==> src/mhs_pkg.sv <==
// mhs_pkg: constants for the motion host exchange and strobe block.
// assumes a 125 MHz clock and a 32-bit classic wishbone slave port.
//
// Summary of operation
// - status words refreshed every position loop
// - averaged velocity published every 128 ms
// - host commands acted on within 4 ms
// - command bits start, abort, clear flags
// - word area lengths follow configured axis count
// - digital loops: 250 us, 1 ms, 2 ms
// - analog position loop by axis count
// - local logic takes one extra axis slot
// - analog torque axes get 0.5 ms velocity regulator
// - local logic sees data at position rate
// - control input: filter then position loop
// - strobe rising edge latches axis position
// - capture within 2 counts plus filter
// - captured position published within one loop
// - analog strobes pulled high when unconnected
package mhs_pkg;
  // ---------------------------------------------------------------
  // timing
  // ---------------------------------------------------------------
  localparam int unsigned CLK_HZ      = 125_000_000;
  localparam int unsigned CLK_PER_US  = CLK_HZ / 1_000_000;
  localparam int unsigned SLOT_US     = 250;
  localparam int unsigned SLOT_CYC    = CLK_PER_US * SLOT_US;
  localparam int unsigned VEL_AVG_MS  = 128;
  localparam int unsigned VEL_SLOTS   = VEL_AVG_MS * 1000 / SLOT_US;
  localparam int unsigned CMD_LAT_MS  = 4;
  localparam int unsigned FLT24_US    = 5000;
  localparam int unsigned FLT24_CYC   = CLK_PER_US * FLT24_US;
  localparam int unsigned FLT5_US     = 10;
  localparam int unsigned FLT5_CYC    = CLK_PER_US * FLT5_US;
  localparam int unsigned VLOOP_US    = 1000;
  localparam int unsigned TQVEL_US    = 500;
  localparam int unsigned POS_A_US    = 500;
  localparam int unsigned POS_B_US    = 1000;
  localparam int unsigned POS_C_US    = 2000;
  localparam logic [3:0]  VLOOP_SL    = 4'(VLOOP_US / SLOT_US);
  localparam logic [3:0]  TQVEL_SL    = 4'(TQVEL_US / SLOT_US);
  localparam logic [3:0]  POS_A_SL    = 4'(POS_A_US / SLOT_US);
  localparam logic [3:0]  POS_B_SL    = 4'(POS_B_US / SLOT_US);
  localparam logic [3:0]  POS_C_SL    = 4'(POS_C_US / SLOT_US);
  localparam int unsigned IDX_W       = $clog2(VEL_SLOTS);
  // ---------------------------------------------------------------
  // register map (byte offsets)
  // ---------------------------------------------------------------
  localparam logic [7:0] REG_CFG      = 8'h00;
  localparam logic [7:0] REG_CMD      = 8'h04;
  localparam logic [7:0] REG_FLAGS    = 8'h08;
  localparam logic [7:0] REG_IRQ_STAT = 8'h0C;
  localparam logic [7:0] REG_IRQ_MASK = 8'h10;
  localparam logic [7:0] REG_AREA     = 8'h14;
  localparam logic [7:0] REG_CMD_DATA = 8'h18;
  localparam logic [7:0] REG_CMD_WORD = 8'h1C;
  localparam logic [3:0] BLK_POS      = 4'h4;
  localparam logic [3:0] BLK_VEL      = 4'h5;
  localparam logic [3:0] BLK_STRB     = 4'h6;
  // ---------------------------------------------------------------
  // fields and reset values
  // ---------------------------------------------------------------
  localparam int unsigned CFG_DIGITAL = 0;
  localparam int unsigned CFG_LLOGIC  = 1;
  localparam int unsigned CFG_AXES    = 2;
  localparam int unsigned CFG_TORQ    = 4;
  localparam int unsigned CFG_CTL24   = 8;
  localparam logic [8:0]  CFG_RST     = 9'h000;
  localparam logic [7:0]  STAT_WPA    = 8'h08;
  localparam logic [7:0]  CMD_WPA     = 8'h04;
  localparam int unsigned NAXES       = 4;
  localparam int unsigned NSTRB       = 2 * NAXES;
endpackage

==> src/mhs_core.sv <==
// mhs_core: host exchange, loop scheduler and strobe capture.
// assumes act_pos_i/act_vel_i come from servo logic on clk_i;
// strobe and control inputs are asynchronous pins.
module mhs_core
  import mhs_pkg::*;
#(
  parameter int unsigned SLOT_CYCLES = mhs_pkg::SLOT_CYC,
  parameter int unsigned CTL24_CYC   = mhs_pkg::FLT24_CYC
) (
  input  wire logic             clk_i,          // 125 MHz
  input  wire logic             reset_n_i,      // async, low
  input  wire logic             wb_cyc_i,       // bus cycle
  input  wire logic             wb_stb_i,       // bus strobe
  input  wire logic             wb_we_i,        // write
  input  wire logic [7:0]       wb_adr_i,       // byte address
  input  wire logic [3:0]       wb_sel_i,       // byte enables
  input  wire logic [31:0]      wb_dat_i,       // write data
  output logic      [31:0]      wb_dat_o,       // read data
  output logic                  wb_ack_o,       // acknowledge
  output logic                  irq_o,          // level interrupt
  input  wire logic [3:0][31:0] act_pos_i,      // actual positions
  input  wire logic [3:0][31:0] act_vel_i,      // averaged velocity
  input  wire logic [7:0]       strobe_i,       // two per axis
  input  wire logic [3:0]       ctl_i,          // faceplate controls
  output logic                  strobe_pu_en_o, // strobe pull-ups
  output logic                  cur_tick_o,     // current loop
  output logic                  vel_tick_o,     // velocity loop
  output logic                  pos_tick_o,     // position loop
  output logic                  logic_tick_o,   // local logic slot
  output logic      [3:0]       torq_tick_o,    // torque vel loops
  output logic      [3:0]       start_o,        // start motion
  output logic      [3:0]       abort_o,        // abort motion
  output logic      [3:0]       init_pos_o,     // init position
  output logic                  param_load_o,   // load parameter
  output logic      [1:0]       param_axis_o,   // parameter axis
  output logic      [3:0]       param_idx_o,    // parameter index
  output logic      [31:0]      cmd_data_o,     // command word data
  output logic      [3:0][31:0] strb_param_o,   // strobe operands
  output logic      [3:0]       ctl_level_o     // filtered controls
);
  import mhs_pkg::*;

  // ---------------------------------------------------------------
  // state
  // ---------------------------------------------------------------
  typedef struct packed {
    logic [23:0]       slot_cnt;
    logic [IDX_W-1:0]  slot_idx;
    logic              cur_tick;
    logic              vel_tick;
    logic              pos_tick;
    logic              logic_tick;
    logic              avg_tick;
    logic [3:0]        torq_tick;
    logic [8:0]        cfg;
    logic [7:0]        flags;
    logic [7:0]        irq_stat;
    logic [7:0]        irq_mask;
    logic [31:0]       cmd_data;
    logic [3:0]        start;
    logic [3:0]        abort;
    logic [3:0]        init_pos;
    logic              param_load;
    logic [1:0]        param_axis;
    logic [3:0]        param_idx;
    logic [3:0][31:0]  pos_snap;
    logic [3:0][31:0]  vel_snap;
    logic [3:0][31:0]  strb_cap;
    logic [3:0][31:0]  strb_pub;
    logic [7:0]        strb_s1;
    logic [7:0]        strb_s2;
    logic [7:0]        strb_s3;
    logic [7:0]        strb_lvl;
    logic [7:0]        strb_rise;
    logic [3:0]        ctl_s1;
    logic [3:0]        ctl_s2;
    logic [3:0]        ctl_s3;
    logic [3:0][19:0]  ctl_cnt;
    logic [3:0]        ctl_lvl;
    logic [3:0]        ctl_pub;
    logic              ack;
    logic [31:0]       dat;
  } mhs_state_t;

  mhs_state_t st_reg;
  mhs_state_t st_next;
  logic [7:0] clr_vec;
  logic [7:0] keep_vec;

  // ---------------------------------------------------------------
  // helpers
  // ---------------------------------------------------------------
  function automatic logic hit(input logic [7:0] adr,
                               input logic [7:0] off);
    hit = (adr[7:2] == off[7:2]);
  endfunction

  function automatic logic [31:0] merge(input logic [31:0] old_v,
                                        input logic [31:0] new_v,
                                        input logic [3:0]  sel);
    logic [31:0] m;
    m = old_v;
    for (int b = 0; b < 4; b++) begin
      if (sel[b]) begin
        m[8*b +: 8] = new_v[8*b +: 8];
      end
    end
    merge = m;
  endfunction

  // position loop length in slots
  function automatic logic [3:0] pos_slots(input logic [8:0] cfg);
    logic [1:0] ax;
    ax = cfg[CFG_AXES +: 2];
    if (cfg[CFG_DIGITAL]) begin
      pos_slots = POS_C_SL;
    end else if (cfg[CFG_LLOGIC]) begin
      pos_slots = (ax == 2'h0) ? POS_B_SL : POS_C_SL;
    end else begin
      case (ax)
        2'h0:    pos_slots = POS_A_SL;
        2'h1:    pos_slots = POS_B_SL;
        default: pos_slots = POS_C_SL;
      endcase
    end
  endfunction

  // ---------------------------------------------------------------
  // next state
  // ---------------------------------------------------------------
  always_comb begin
    logic             slot_end;
    logic             ptick;
    logic [IDX_W-1:0] pmask;
    logic             req;
    logic             wr;
    logic [31:0]      wd;
    logic [7:0]       agree;
    logic [3:0]       cagree;
    logic [19:0]      lim;
    logic [2:0]       naxes;
    logic [1:0]       ax;
    slot_end = 1'b0;
    ptick    = 1'b0;
    pmask    = '0;
    req      = 1'b0;
    wr       = 1'b0;
    wd       = '0;
    agree    = '0;
    cagree   = '0;
    lim      = '0;
    naxes    = '0;
    ax       = '0;
    st_next  = st_reg;

    // slot scheduler
    slot_end = (st_reg.slot_cnt == 24'(SLOT_CYCLES - 1));
    st_next.slot_cnt = slot_end ? 24'h000000 : st_reg.slot_cnt + 24'h1;
    st_next.slot_idx = slot_end ? st_reg.slot_idx + 1'b1
                                : st_reg.slot_idx;
    pmask = IDX_W'(pos_slots(st_reg.cfg) - 4'h1);
    ptick = slot_end && ((st_reg.slot_idx & pmask) == '0);
    st_next.pos_tick = ptick;
    st_next.cur_tick = slot_end && st_reg.cfg[CFG_DIGITAL];
    st_next.vel_tick = slot_end && st_reg.cfg[CFG_DIGITAL]
      && ((st_reg.slot_idx & IDX_W'(VLOOP_SL - 4'h1)) == '0);
    st_next.logic_tick = ptick && st_reg.cfg[CFG_LLOGIC];
    st_next.avg_tick = slot_end && (st_reg.slot_idx == '0);
    naxes = {1'b0, st_reg.cfg[CFG_AXES +: 2]} + 3'h1;
    for (int a = 0; a < NAXES; a++) begin
      st_next.torq_tick[a] = slot_end && !st_reg.cfg[CFG_DIGITAL]
        && st_reg.cfg[CFG_TORQ + a] && (3'(a) < naxes)
        && ((st_reg.slot_idx & IDX_W'(TQVEL_SL - 4'h1)) == '0);
    end

    // status snapshots for the host and local logic
    if (ptick) begin
      st_next.pos_snap = act_pos_i;
      st_next.strb_pub = st_reg.strb_cap;
      st_next.ctl_pub  = st_reg.ctl_lvl;
    end
    // velocity is averaged upstream, so a slow publish is enough
    if (st_next.avg_tick) begin
      st_next.vel_snap = act_vel_i;
    end

    // strobes: a change counts once the 2nd and 3rd stages agree
    st_next.strb_s1 = strobe_i;
    st_next.strb_s2 = st_reg.strb_s1;
    st_next.strb_s3 = st_reg.strb_s2;
    agree = ~(st_reg.strb_s2 ^ st_reg.strb_s3);
    st_next.strb_lvl = (agree & st_reg.strb_s2)
                     | (~agree & st_reg.strb_lvl);
    st_next.strb_rise = st_next.strb_lvl & ~st_reg.strb_lvl;
    // capture on the edge cycle keeps the error to a few counts
    for (int a = 0; a < NAXES; a++) begin
      if (st_reg.strb_rise[2*a] || st_reg.strb_rise[2*a+1]) begin
        st_next.strb_cap[a] = act_pos_i[a];
      end
    end

    // control inputs: sync, then filter by voltage class
    st_next.ctl_s1 = ctl_i;
    st_next.ctl_s2 = st_reg.ctl_s1;
    st_next.ctl_s3 = st_reg.ctl_s2;
    cagree = ~(st_reg.ctl_s2 ^ st_reg.ctl_s3);
    lim = st_reg.cfg[CFG_CTL24] ? 20'(CTL24_CYC) : 20'(FLT5_CYC);
    for (int a = 0; a < NAXES; a++) begin
      if (!cagree[a] || st_reg.ctl_s2[a] == st_reg.ctl_lvl[a]) begin
        st_next.ctl_cnt[a] = 20'h00000;
      end else if (st_reg.ctl_cnt[a] >= lim - 20'h1) begin
        st_next.ctl_cnt[a] = 20'h00000;
        st_next.ctl_lvl[a] = st_reg.ctl_s2[a];
      end else begin
        st_next.ctl_cnt[a] = st_reg.ctl_cnt[a] + 20'h1;
      end
    end

    // wishbone: ack one cycle after request, write at the ack edge
    req = wb_cyc_i && wb_stb_i;
    st_next.ack = req && !st_reg.ack;
    wr = req && wb_we_i && st_reg.ack;
    wd = merge(32'h00000000, wb_dat_i, wb_sel_i);
    st_next.start      = 4'h0;
    st_next.abort      = 4'h0;
    st_next.init_pos   = 4'h0;
    st_next.param_load = 1'b0;
    clr_vec = 8'h00;
    if (wr && hit(wb_adr_i, REG_CMD)) begin
      st_next.start = wd[3:0];
      st_next.abort = wd[7:4];
      clr_vec       = wd[15:8];
    end
    if (wr && hit(wb_adr_i, REG_CFG)) begin
      st_next.cfg = 9'(merge({23'h0, st_reg.cfg}, wb_dat_i, wb_sel_i));
    end
    if (wr && hit(wb_adr_i, REG_IRQ_MASK)) begin
      st_next.irq_mask = wd[7:0];
    end
    if (wr && hit(wb_adr_i, REG_CMD_DATA)) begin
      st_next.cmd_data = merge(st_reg.cmd_data, wb_dat_i, wb_sel_i);
    end
    if (wr && hit(wb_adr_i, REG_CMD_WORD) && wb_sel_i[0]) begin
      ax = wb_dat_i[1:0];
      if (wb_dat_i[2]) begin
        st_next.param_load = 1'b1;
        st_next.param_axis = ax;
        st_next.param_idx  = wb_dat_i[7:4];
      end else begin
        st_next.init_pos[ax] = 1'b1;
      end
    end
    // a capture in the clearing cycle survives
    st_next.flags = (st_reg.flags & ~clr_vec) | st_reg.strb_rise;
    st_next.irq_stat = st_reg.irq_stat | st_reg.strb_rise;
    if (wr && hit(wb_adr_i, REG_IRQ_STAT)) begin
      st_next.irq_stat = (st_reg.irq_stat & ~wd[7:0])
                       | st_reg.strb_rise;
    end

    // read data
    if (req && !st_reg.ack && !wb_we_i) begin
      ax = wb_adr_i[3:2];
      st_next.dat = 32'h00000000;
      case (wb_adr_i[7:4])
        BLK_POS:  st_next.dat = st_reg.pos_snap[ax];
        BLK_VEL:  st_next.dat = st_reg.vel_snap[ax];
        BLK_STRB: st_next.dat = st_reg.strb_pub[ax];
        default: begin
          if (hit(wb_adr_i, REG_CFG)) begin
            st_next.dat = {23'h0, st_reg.cfg};
          end else if (hit(wb_adr_i, REG_FLAGS)) begin
            st_next.dat = {12'h0, st_reg.ctl_pub,
                           st_reg.strb_lvl, st_reg.flags};
          end else if (hit(wb_adr_i, REG_IRQ_STAT)) begin
            st_next.dat = {24'h0, st_reg.irq_stat};
          end else if (hit(wb_adr_i, REG_IRQ_MASK)) begin
            st_next.dat = {24'h0, st_reg.irq_mask};
          end else if (hit(wb_adr_i, REG_AREA)) begin
            st_next.dat = {16'h0, 8'(CMD_WPA * naxes),
                           8'(STAT_WPA * naxes)};
          end else if (hit(wb_adr_i, REG_CMD_DATA)) begin
            st_next.dat = st_reg.cmd_data;
          end
        end
      endcase
    end
  end

  assign keep_vec = st_reg.flags & ~clr_vec;

  always_ff @(posedge clk_i or negedge reset_n_i) begin
    if (!reset_n_i) begin
      st_reg <= '0;
    end else begin
      st_reg <= st_next;
    end
  end

  // ---------------------------------------------------------------
  // outputs
  // ---------------------------------------------------------------
  assign wb_dat_o       = st_reg.dat;
  assign wb_ack_o       = st_reg.ack;
  assign irq_o          = |(st_reg.irq_stat & st_reg.irq_mask);
  // pull-ups only in analog mode: open inputs then read high
  assign strobe_pu_en_o = !st_reg.cfg[CFG_DIGITAL];
  assign cur_tick_o     = st_reg.cur_tick;
  assign vel_tick_o     = st_reg.vel_tick;
  assign pos_tick_o     = st_reg.pos_tick;
  assign logic_tick_o   = st_reg.logic_tick;
  assign torq_tick_o    = st_reg.torq_tick;
  assign start_o        = st_reg.start;
  assign abort_o        = st_reg.abort;
  assign init_pos_o     = st_reg.init_pos;
  assign param_load_o   = st_reg.param_load;
  assign param_axis_o   = st_reg.param_axis;
  assign param_idx_o    = st_reg.param_idx;
  assign cmd_data_o     = st_reg.cmd_data;
  assign strb_param_o   = st_reg.strb_pub;
  assign ctl_level_o    = st_reg.ctl_pub;
endmodule

==> config.mk <==
export PLATFORM = sky130hd
export DESIGN_NAME = mhs_core
export DESIGN_NICKNAME = d
export VERILOG_FILES = /design/src/mhs_pkg.sv /design/src/mhs_core.sv
export SDC_FILE = /design/constraint.sdc
export NUM_CORES = 1
export LEC_CHECK = 0
export BUFFER_PORTS_ARGS = -buffer_cell sky130_fd_sc_hd__buf_2
export CAP_MARGIN = 10
export CELL_PAD_IN_SITES_DETAIL_PLACEMENT = 0
export CELL_PAD_IN_SITES_GLOBAL_PLACEMENT = 2
export CORE_MARGIN = 10
export CORE_UTILIZATION = 36
export CTS_CLUSTER_SIZE = 25
export DETAILED_ROUTE_END_ITERATION = 8
export PLACE_DENSITY = 0.79
export SYNTH_ARGS = -nofsm -noshare
export SYNTH_HDL_FRONTEND = slang
export SYNTH_SLANG_ARGS = --single-unit
==> constraint.sdc <==
create_clock -name clk_i -period 2.7 [get_ports clk_i]
set_input_delay 0.27 -clock clk_i [delete_from_list [all_inputs] [get_ports clk_i]]
set_output_delay 0.27 -clock clk_i [all_outputs]
set_load 0.05 [all_outputs]
### Yosys cells after proc, flatten, opt, wreduce, memory -nomap -nowiden

Cells that the tools add are included.

| storage, ports and cells | value |
|---|---|
| flip-flop bits (word level) | 810 |
| output and inout port bits | 226 |
| logic and storage cells | 217 |

| operators by class | value |
|---|---|
| add/sub/neg operators | 9 |
| magnitude comparators | 11 |
| eq/ne operators | 16 |
| mux-type cells | 37 |
| bitwise operators | 23 |
| reduce and logical (&&, ||, !) cells | 64 |

Operators by type and width:

| kind | number |
|---|---|
| $mux 32 | 9 |
| $bmux 32 s2 | 3 |
| $mux 20 | 9 |
| $pmux 32 s3 | 1 |
| $add 20x1->20 const B | 4 |
| $ge 20x20->1 | 4 |
| $and 8x8->8 | 6 |
| $mux 8 | 5 |
| $not 8->8 | 5 |
| $logic_not 9->1 | 4 |
| $or 8x8->8 | 4 |
| $logic_and 1x1->1 | 31 |
| $add 24x1->24 const B | 1 |
| $eq 24x15->1 const B | 1 |
| $eq 6x3->1 const B | 4 |
| $mux 24 | 1 |
| $reduce_and 2->1 | 11 |
| $sub 20x1->20 const B | 1 |
| $mux 4 | 4 |
| $eq 4x3->1 const B | 3 |
| $eq 6x2->1 const B | 2 |
| $mux 11 | 1 |
| $add 9x1->9 const B | 1 |
| $and 9x9->9 | 1 |
| other kinds (22) | 44 |

### Logic depth before layout (Yosys ltp)

Gate-level depths: netlist (run 1).

| logic depth | value |
|---|---|
| word-level depth | 9 |
| mapped depth | 10 |
| gate-level depth less buffers | 8 |

### Worst setup path after synthesis (run 1)

Ideal clock, no wire load.

| timing | value |
|---|---|
| path type | reg-to-reg |
| start | register st_reg[790] (netlist name) |
| end | register st_reg, in the netlist ctl_level_o[0] |
| library setup time | 128 ps |
| arrival | 2734 ps |
| data required time | 2572 ps |
| slack | -161 ps |
| stages on the path, launching flop included | 8 |
| buffers on the path | 2 |
| clock period less this slack | 2861 ps |
| cell sequence | dfrtp_1 or4b_1 or3_1 or3_1 a2111oi_4 buf_4 buf_4 mux2_1 |

| between the ends | value |
|---|---|
| cells in the longest elaborated chain, start to end | 2 |

Ends and longest elaborated chain:

| what | RTL line | source |
|---|---|---|
| from (decl) | mhs_core.sv:85 | `mhs_state_t st_reg;` |
| from (signal assigned) | mhs_core.sv:296 | `st_reg <= st_next;` |
| $eq 24x15->1 | mhs_core.sv:157 | `slot_end = (st_reg.slot_cnt == 24'(SLOT_CYCLES - 1));` |
| $logic_and 1x1->1 | mhs_core.sv:162 | `ptick = slot_end && ((st_reg.slot_idx & pmask) == '0);` |

No other way between the ends.
A chain may end at the register's enable or synchronous reset.

### Worst setup path in the final report (run 1)

| timing | value |
|---|---|
| start | register st_reg[790] (netlist name) |
| end | register st_reg, in the netlist strb_param_o[18] |

The elaborated chain is that of the path after synthesis.

==> summary.md, run 1 <==
| Metric | Value |
|---|---|
| Fillers | 8964 |
| Fin util | 46.3% |
| CP Launch Type | flop |
| Seq/Total Area, Yosys | 55.5% |
| Combinational share of power | 9.3% |
| EDFF count, synth | 0 |
| Routed vias | 24400 |
| Compound-Gate Fraction of Synth Area | 4.22% |
| Clk slew on worst S/H paths | 60 ps |
| Min-delay src | wb_sel_i[3] |
| Max H-tree Level | 3 |
| Net Switching | 0.00690 W |
| Largest net degree at the start of global routing | 92 |
| Clk_lat worst skew | 670 ps |
| Final setup vio count | 305 |
| Unrepaired setup endpoints after global routing | true |
| Worst Path Required | 3230 ps |
| Synth-to-layout area growth | 27.1% |
| Largest area contributor in the netlist | dfrtp_1 |
| Ports | 543 |
| Final nets | 3798 |
| Ratio of cells with drive above 1 in the final layout | 37.3% |
| Via density | 5.01 |
| Failing checks | setup timing |
| HP Class | input port to flop |
| CP Class | flop to flop |
| Clk pwr share | 44.3% |
| Primary FF master, synth | dfrtp_1 |
| Fin crit share | 110% |
| Synth top cells by count | dfrtp_1, mux2_2, buf_4, mux2_1, nor2_1 |
| Placer Congestion | 0.797 |
| Final WS setup | -278 ps |
| Buffers added on ports | 540 |
| Fraction of registers with async set/reset | 100% |
| Yosys reg bits | 810 |
| Initial Util | 36.4% |
| Adder-cell share of the synthesized area | 1.82% |
| Synthesized area | 0.0365 mm2 |
| Internal power | 0.0212 W |
| Final slew viol count | 0 |
| Sequential power share | 46.5% |
| Reg2reg start | st_reg[790]$_DFF_PN0_ |
| Row cnt | 116 |
| Final ANT Viol Nets | 0 |
| Post-synth top area share | 55.5% |
| Top cells by area, synth | dfrtp_1, mux2_2, mux2_1, mux4_2, buf_4 |
| Cell leakage power | 22.3 nW |
| Crit. End Element | flop |
| Syn Inst Count | 2690 |
| Clk root buf | clkbuf_16 |
| Yosys warning count | 0 |
| Number of remaining DRC errors | 0 |
| Initial antenna violation count | 19 |
| Status | finished with violations |
| DR iter-0 viols | 1515 |
| Net Sw Frac | 24.5% |
| Grt ovf | 0 |
| Clk sinks | 810 |
| Simple-gate area share of the yosys netlist | 6.21% |
| Post-Synth XOR/XNOR Area | 2.45% |
| CTS tree | built |
| Total Routing Usage GR | 19.5% |
| Multiplexer area fraction after synthesis | 23.4% |
| Pwr Total | 0.0281 W |
| Vias in the first global route | 25900 |
| Max VDD drop | 434 uV |
| Main combinational cell family by area after synthesis | multiplexers |
| Most frequent cell after synthesis | dfrtp_1 |
| CP Launch Point | st_reg[790]$_DFF_PN0_ |
| Chip width | 338 um |
| Critical Path Fanout Max | 33 |
| DIE AREA | 0.115 mm2 |
| Clock Tree Buf Depth | 3 |
| Number of flip-flops in the largest register | 562 |
| Worst hold margin | 50.5 ps |
| Hold Fails Final Rpt | 0 |
| Num CTS Buffers | 91 |
| Post-Route WL | 114 mm |
| Drt wl/cell | 23.5 um |
| Max cap viols | 0 |
| Syn_nets | 3057 |
| FF+latch area | 0.0203 mm2 |
| Worst-margin pin slew | 774 ps |
| Multi-input logic area | 0.0140 mm2 |
| Die height | 338 um |
| CP Data Arrival Time | 3510 ps |
| Library cells used by synthesis | 66 |
| Core box area | 0.100 mm2 |
| Slew headroom | 47.0% |
| DP Wirelength | 81.9 mm |
| Fin crit period | 2980 ps |
| Fmax | 336 MHz |
| Avg Cell Area, Syn | 13.6 um2 |
| Clk_skew | 29.1 ps |
| First-pass GRT wire length | 171 mm |
| Pwr Density | 606 mW/mm2 |
| Drt pass-1 iters | 5 |
## cell usage in the layout (no fill, tap or decap), drive strengths merged, types with 13 or more instances in the layout
| cell type | n |
|---|---|
| dfrtp | 810 |
| buf | 682 |
| mux2 | 565 |
| dlygate4sd3 | 305 |
| nor2 | 151 |
| clkbuf | 136 |
| nand2 | 105 |
| mux4 | 96 |
| xnor2 | 53 |
| ha | 50 |
| xor2 | 49 |
| a22oi | 48 |
| nor3 | 44 |
| nand3 | 43 |
| o21ai | 43 |
| nand4 | 34 |
| inv | 32 |
| a31oi | 29 |
| a21oi | 24 |
| and3 | 20 |
| clkinv | 14 |
| nand2b | 13 |
| o211ai | 13 |
| nor4 | 13 |
## final timing paths
path	endpoint	slack (ps)	cells after the start
hold / removal	cmd_data_o[30]$_DFFE_PN0P_	50	3
setup / recovery	strb_param_o[18]$_DFFE_PN0P_	-280	7
min in group asynchronous	st_reg[404]$_DFFE_PN0P_	190	2
max in group asynchronous	st_reg[737]$_DFFE_PN0P_	1540	3
hold reg to reg	st_next[122]$_DFF_PN0_	340	0
setup reg to reg	strb_param_o[18]$_DFFE_PN0P_	-280	7
## logic make-up after synthesis
| family | Yosys count |
|---|---|
| xor+xnor | 102 |
| fa+ha+maj | 54 |
| flops | 810 |
| mux | 664 |
| simple gates | 471 |
| compound gates | 220 |
| buf+inv | 369 |
## power by group through the flow
stage / Sequential, W / Clock (W) / Combinational [W]
CTS: 0.0131 / 0.0127 / 0.00265
detailed placement: 0.0133 / 0 / 0.00228
floorplan: 0.0132 / 0 / 0.00132
global route: 0.0131 / 0.0132 / 0.00280
global placement: 0.0133 / 0 / 0.00225
finish: 0.0131 / 0.0124 / 0.00260
## layer usage
metal | GRT usage [%] | vias to the layer above | share of wire [%]
li1 | - | 11000 | -
met1 | 25.9 | 12600 | 44
met2 | 31.6 | 642 | 48
met3 | 4.20 | 161 | 5.5
met4 | 6.18 | 8 | 2.7
met5 | 0 | - | 0.046
## metrics by stage
step / setup slack (ps) / std cells / TNS [ps] / area, um2
3_3_place_gp: -261 / 4390 / -59980 / 40300
3_5_place_dp: -281 / 4390 / -60930 / 40300
5_1_grt: -397 / 4864 / -103750 / 46400
4_1_cts: -306 / 4857 / -69240 / 46400
6_report: -278 / 4865 / -60380 / 46400
2_1_floorplan: -75.4 / 2690 / -20350 / 36600
## area by class of cell
cell class | instances | area share (%)
sequential | 810 | 43.7
multi-input combinational | 1511 | 30.3
clock inverter | 27 | 0.693
inverter | 29 | 0.243
timing repair buffer | 988 | 15.7
antenna | 8 | 0.0432
tap | 1357 | 3.66
clock buffer | 135 | 5.75
## repair_timing
| item | in CTS | in global routing |
|---|---|---|
| setup endpoints to repair | 313 | 429 |
| resized for setup | 0 | 0 |
| setup buffers | 0 | 0 |
| endpoints found under the hold margin | 508 | 0 |
| hold buffers | 305 | 0 |
## worst max-delay path, stage by stage (launching register included)
cell,delay [ps]
dfrtp_1,370
or4b_1,520
or3_4,340
or3_4,390
a2111oi_4,250
buf_12,300
buf_12,250
mux2_1,360
(Power assumes the default switching activity.)
==> run 2, diff against run 1 <==
MAX_ROUTING_LAYER = met4   (was unset)
==> run 2 against run 1 <==
The run still ends with setup timing left; highest routed layer is now met4; worst hold slack gained 6.7 ps; total power is essentially flat; count of clock-buffer cells in the layout is the same; largest cell class unchanged; critical path depth is the same; core utilization is essentially flat.
==> summary.md, run 2 (synthesis gave the netlist of run 1 again) <==
| Metric | Value |
|---|---|
| Critical Path Fanout Max | 35 (was 33) |
| Sequential power share | 46.5% (about the same) |
| Routed vias | 24300 (was 24400) |
| WP buf/inv | 2 (unchanged) |
| Ports | 543 (unchanged) |
| CP Class | flop to flop (unchanged) |
| Fin crit share | 110% (about the same) |
| Worst hold margin | 57.2 ps (was 50.5 ps) |
| Clock Tree Buf Depth | 3 (unchanged) |
| Final WS setup | -278 ps (about the same) |
| Failing checks | setup timing (unchanged) |
| Core box area | 0.100 mm2 (unchanged) |
| Hold Fails Final Rpt | 0 (unchanged) |
| Via density | 4.98 (was 5.01) |
| Max VDD drop | 430 uV (was 434 uV) |
| Vias in the first global route | 25900 (about the same) |
| Buffers added on ports | 540 (unchanged) |
| DP Wirelength | 81.9 mm (unchanged) |
| Status | finished with violations (unchanged) |
| Slew headroom | 49.9% (was 47.0%) |
| Max incr delay on CP | 520 ps (about the same) |
| Clk_lat worst skew | 670 ps (about the same) |
| Grt ovf | 0 (unchanged) |
| Number of remaining DRC errors | 0 (unchanged) |
| Initial Util | 36.4% (unchanged) |
| Initial antenna violation count | 21 (was 19) |
| CP Data Arrival Time | 3520 ps (was 3510 ps) |
| Top cell family by delay on the critical path | simple AND/OR/NAND/NOR gates (unchanged) |
| DIE AREA | 0.115 mm2 (unchanged) |
| Clk pwr share | 44.2% (was 44.3%) |
| Synth-to-layout area growth | 27.2% (was 27.1%) |
| Net Switching | 0.00689 W (was 0.00690 W) |
| Unrepaired setup endpoints after global routing | true (unchanged) |
| Number of flip-flops in the largest register | 562 (unchanged) |
| Num CTS Buffers | 91 (unchanged) |
| Fin crit period | 2980 ps (about the same) |
| Largest net degree at the start of global routing | 92 (unchanged) |
| Post-Route WL | 114 mm (about the same) |
| Net Sw Frac | 24.5% (about the same) |
| Setup tns final | -61080 ps (was -60380 ps) |
| Combinational share of power | 9.2% (was 9.3%) |
| Clk root buf | clkbuf_16 (unchanged) |
| Post CTS Setup Buffer Count | 0 (unchanged) |
| Fin util | 46.3% (about the same) |
| Ratio of cells with drive above 1 in the final layout | 37.3% (unchanged) |
| Final nets | 3798 (unchanged) |
| Internal power | 0.0212 W (about the same) |
| DR iter-0 viols | 1440 (was 1515) |
| Max H-tree Level | 3 (unchanged) |
| Row cnt | 116 (unchanged) |
| Clk slew on worst S/H paths | 60 ps (about the same) |
| Total Routing Usage GR | 20.1% (was 19.5%) |
| Area after DPL | 0.0403 mm2 (unchanged) |
| CTS tree | built (unchanged) |
| First-pass GRT wire length | 171 mm (about the same) |
| Worst path cell trace | or4b_1 -> or3_4 -> or3_4 -> a2111oi_4 -> buf_12 -> buf_12 -> mux2_1 (unchanged) |
| Critical path's slowest cell | or4b_1 (unchanged) |
| CP Launch Type | flop (unchanged) |
| Placer Congestion | 0.809 (was 0.797) |
| Pwr Density | 606 mW/mm2 (about the same) |
| Pwr Total | 0.0281 W (about the same) |
| Worst-margin pin slew | 732 ps (was 774 ps) |
| Worst Path Required | 3240 ps (was 3230 ps) |
| Drt pass-1 iters | 5 (unchanged) |
| Max cap viols | 0 (unchanged) |
| Crit. End Element | flop (unchanged) |
| Chip width | 338 um (unchanged) |
| HP Class | input port to flop (unchanged) |
| Cell leakage power | 22.3 nW (about the same) |
| Commonest non-fill, non-tap cells in the layout | dfrtp_1, buf_2, mux2_2 (unchanged) |
| Final Instance Area | 0.0464 mm2 (about the same) |
| Fmax | 336 MHz (about the same) |
| Clk_skew | 31.8 ps (was 29.1 ps) |
| Clk sinks | 810 (unchanged) |
| Final slew viol count | 0 (unchanged) |
| Final ANT Viol Nets | 0 (unchanged) |
| Drt wl/cell | 23.4 um (was 23.5 um) |
| Final setup vio count | 305 (unchanged) |
| Commonest non-fill, non-tap cell in the layout | dfrtp_1 (unchanged) |
| Die height | 338 um (unchanged) |
[run 2: changes by cell type in the layout (fill, tap and decap cells not counted), sizes merged]
cell | before | now
diode | 8 | 18
[run 2: worst paths after layout]
path                       depth (start not counted)  slack, ps              startpoint                           end
setup / recovery                                   7       -280   st_reg[790]$_DFF_PN0_  strb_param_o[49]$_DFFE_PN0P_
max in group asynchronous                          3       1550               reset_n_i  strb_param_o[60]$_DFFE_PN0P_
hold / removal                                     3         60             wb_sel_i[3]    cmd_data_o[30]$_DFFE_PN0P_
min in group asynchronous                          2        190               reset_n_i       st_reg[404]$_DFFE_PN0P_
hold reg to reg                                    0        340  st_next[126]$_DFF_PN0_        st_next[122]$_DFF_PN0_
setup reg to reg                                   7       -280   st_reg[790]$_DFF_PN0_  strb_param_o[49]$_DFFE_PN0P_
[run 2: power groups by stage]
| stage | registers (W) | clock network, W | logic (W) |
|---|---|---|---|
| floorplan | 0.0132 | 0 | 0.00132 |
| global placement | 0.0133 | 0 | 0.00225 |
| detailed placement | 0.0133 | 0 | 0.00228 |
| CTS | 0.0131 | 0.0127 | 0.00265 |
| global route | 0.0131 | 0.0132 | 0.00280 |
| finish | 0.0131 | 0.0124 | 0.00260 |
[run 2: what timing repair did]
item,CTS,global route
endpoints found under the setup margin,313,429
endpoints found under the hold margin,508,0
gates resized for setup,0,0
hold buffers,305,0
[run 2: layout make-up]
class                           count  area [um2]
Fill cell                        8963       53900
Sequential cell                   810       20300
Multi-Input combinational cell   1511       14000
Timing Repair Buffer              988        7270
Clock buffer                      135        2670
Tap cell                         1357        1700
Clock inverter                     27         322
Inverter                           29         113
Antenna cell                       18        45.0
[run 2: routing by layer]
layer  part of all wire (%)  up-vias  track usage (%)
met5                      0        -                -
met4                    2.6        0             6.17
met3                    5.4      157             3.99
met2                     48      607             31.5
met1                     44    12500             26.1
li1                       -    11000                -
[run 2: per-stage QoR]
stage                     setup WS [ps]  std cells
after floorplan                   -75.4       2690
after global placement             -261       4390
after detailed placement           -281       4390
after CTS                          -306       4857
after global routing               -397       4871
final                              -278       4875
[run 2: worst reg2reg max path: cells and delay by family (launching register included)]
family | cells | cell delay [ps]
buffers and inverters | 2 | 600
multiplexers | 1 | 380
flip-flops | 1 | 370
AND/OR/NAND/NOR | 3 | 1250
AO/OA/AOI/OAI | 1 | 250
==> run 3, diff against run 2 <==
SKIP_CTS_REPAIR_TIMING = 1   (was unset)
==> run 3 against run 2 <==
The run ends with hold timing, setup timing left; sequential share of layout area barely moved; setup slack got worse by 0.85 ps; via count hardly changed; global-route usage decreased by 0.47 points; clock skew shrank 2.6 ps; core utilization about the same; final cell count decreased by 0.10%; critical path depth is the same; highest routed layer unchanged; non-clock buffer count unchanged.
==> summary.md, run 3 (synthesis gave the netlist of run 1 again) <==
| Metric | Value |
|---|---|
| HP Class | input port to flop (unchanged) |
| Core box area | 0.100 mm2 (unchanged) |
| Multi-input logic area | 0.0140 mm2 (unchanged) |
| Worst path cell trace | or4b_1 -> or3_4 -> or3_4 -> a2111oi_4 -> buf_12 -> buf_12 -> mux2_2 (was or4b_1 -> or3_4 -> or3_4 -> a2111oi_4 -> buf_12 -> buf_12 -> mux2_1) |
| First-pass GRT wire length | 165 mm (was 171 mm) |
| Via density | 4.99 (was 4.98) |
| Internal power | 0.0212 W (about the same) |
| Commonest non-fill, non-tap cells in the layout | dfrtp_1, buf_2, mux2_2 (unchanged) |
| Clock Tree Buf Depth | 3 (unchanged) |
| Ports | 543 (unchanged) |
| CP Launch Point | st_reg[790]$_DFF_PN0_ (unchanged) |
| FF+latch area | 0.0203 mm2 (unchanged) |
| Final slew viol count | 0 (unchanged) |
| Hold Fails Final Rpt | 1 (was 0) |
| CP Class | flop to flop (unchanged) |
| GR Util met2 | 30.7% (was 31.5%) |
| Max cap viols | 0 (unchanged) |
| Non-Filler Instances | 4870 (was 4875) |
| Initial antenna violation count | 12 (was 21) |
| Combinational share of power | 9.3% (was 9.2%) |
| Sequential power share | 46.5% (about the same) |
| Post-Route WL | 114 mm (about the same) |
| Final nets | 3798 (unchanged) |
| DIE AREA | 0.115 mm2 (unchanged) |
| Pwr Total | 0.0281 W (about the same) |
| Fillers | 8968 (was 8963) |
| Routed vias | 24300 (about the same) |
| Failing checks | hold timing, setup timing (was setup timing) |
| Row cnt | 116 (unchanged) |
| Cell leakage power | 22.3 nW (unchanged) |
| Vias in the first global route | 24300 (was 25900) |
| Fin crit share | 110% (about the same) |
| Post-place setup slack | -281 ps (unchanged) |
| CP Launch Type | flop (unchanged) |
| Number of flip-flops in the largest register | 562 (unchanged) |
| Critical Path Fanout Max | 35 (unchanged) |
| DP Wirelength | 81.9 mm (unchanged) |
| Post-Place Cells | 4390 (unchanged) |
| Worst hold margin | -117 ps (was 57.2 ps) |
| Met1 usage | 26.1% (about the same) |
| Net Switching | 0.00689 W (about the same) |
| Num CTS Buffers | 91 (unchanged) |
| Final setup vio count | 307 (was 305) |
| Clk sinks | 810 (unchanged) |
| Largest net degree at the start of global routing | 92 (unchanged) |
| Buffers added on ports | 540 (unchanged) |
| Reg2Reg Capture Point | st_reg[671]$_DFFE_PN0P_ (was strb_param_o[49]$_DFFE_PN0P_) |
| Worst-margin pin slew | 808 ps (was 732 ps) |
| DR iter-0 viols | 1427 (was 1440) |
| Unrepaired setup endpoints after global routing | true (unchanged) |
| GRT met3 Usage | 3.67% (was 3.99%) |
| Total Routing Usage GR | 19.6% (was 20.1%) |
| Crit. End Element | flop (unchanged) |
| CTS tree | built (unchanged) |
| R2R setup slack | -280 ps (about the same) |
| GR peak layer | met2 (unchanged) |
| Max H-tree Level | 3 (unchanged) |
| Worst Path Required | 3230 ps (was 3240 ps) |
| Drt pass-1 iters | 5 (unchanged) |
| Critical path's slowest cell | or4b_1 (unchanged) |
| Clk slew on worst S/H paths | 60 ps (about the same) |
| Critical path capture point | st_reg[671]$_DFFE_PN0P_ (was strb_param_o[49]$_DFFE_PN0P_) |
| Chip width | 338 um (unchanged) |
| Synth-to-layout area growth | 27.1% (was 27.2%) |
| Reg2reg start | st_reg[790]$_DFF_PN0_ (unchanged) |
| CP Data Arrival Time | 3510 ps (was 3520 ps) |
| Clk pwr share | 44.2% (about the same) |
| Number of remaining DRC errors | 0 (unchanged) |
| Die height | 338 um (unchanged) |
| Final ANT Viol Nets | 0 (unchanged) |
| Fin util | 46.3% (about the same) |
| Clk_skew | 29.2 ps (was 31.8 ps) |
| Placer Congestion | 0.809 (unchanged) |
| Ratio of cells with drive above 1 in the final layout | 37.3% (unchanged) |
| Clk root buf | clkbuf_16 (unchanged) |
| Commonest non-fill, non-tap cell in the layout | dfrtp_1 (unchanged) |
| Final WS setup | -279 ps (was -278 ps) |
| Net Sw Frac | 24.5% (about the same) |
| Clk_lat worst skew | 670 ps (about the same) |
| Max incr delay on CP | 520 ps (about the same) |
| Grt ovf | 0 (unchanged) |
| Max VDD drop | 432 uV (was 430 uV) |
| Worst-case reg-to-reg path depth | 7 (unchanged) |
| Pwr Density | 606 mW/mm2 (about the same) |
| Status | finished with violations (unchanged) |
| Initial Util | 36.4% (unchanged) |
| Fin crit period | 2980 ps (about the same) |
| Fmax | 336 MHz (about the same) |
| Drt wl/cell | 23.4 um (about the same) |
| Slew headroom | 44.8% (was 49.9%) |
==> run 3: changes by cell type in the layout (fill, tap and decap cells not counted), sizes merged <==
cell   delta
diode     -5
==> run 3: per-stage QoR <==
stage	cell area, um2	TNS [ps]
2_1_floorplan	36600	-20350
6_report	46400	-60950
3_3_place_gp	40300	-59980
3_5_place_dp	40300	-60930
5_1_grt	46400	-103950
4_1_cts	43300	-69240
==> run 3: worst max-delay path, delay by kind of cell (launching register included) <==
kind / cells / cell delay (ps)
AOI/OAI and AO/OA: 1 / 250
and+or+nand+nor: 3 / 1250
muxes: 1 / 350
DFF: 1 / 370
buffers and inverters: 2 / 570
==> run 3: worst min-delay path by stage <==
stage                    from                 endpoint  slack, ps  depth (start not counted)
5_1_grt        act_pos_i[119]  st_reg[676]$_DFFE_PN0P_       -130                          2
3_3_place_gp        reset_n_i  st_reg[404]$_DFFE_PN0P_        310                          1
2_1_floorplan       reset_n_i     abort_o[0]$_DFF_PN0_        -30                          0
4_1_cts             reset_n_i  st_reg[592]$_DFFE_PN0P_       -420                          1
6_report       act_pos_i[119]  st_reg[676]$_DFFE_PN0P_       -120                          2
3_5_place_dp        reset_n_i  st_reg[404]$_DFFE_PN0P_        310                          1
==> run 3: layer usage <==
layer	wire, um	up-vias
met2	54400	578
met1	51700	12600
met5	0	-
li1	-	11000
met4	2590	0
met3	5260	154
==> run 3: power by group through the flow <==
| stage | Clock [W] | Sequential, W | Combinational [W] |
|---|---|---|---|
| after floorplan | 0 | 0.0132 | 0.00132 |
| after global placement | 0 | 0.0133 | 0.00225 |
| after detailed placement | 0 | 0.0133 | 0.00228 |
| after CTS | 0.0127 | 0.0131 | 0.00228 |
| after global routing | 0.0132 | 0.0131 | 0.00281 |
| final | 0.0124 | 0.0131 | 0.00260 |
==> run 3: final cells by class <==
cell class                      instances  area share, %
Inverter                               29          0.243
Sequential cell                       810           43.7
Timing Repair Buffer                  988           15.7
Tap cell                             1357           3.66
Clock inverter                         27          0.693
Clock buffer                          135           5.74
Antenna cell                           13         0.0701
Multi-Input combinational cell       1511           30.2
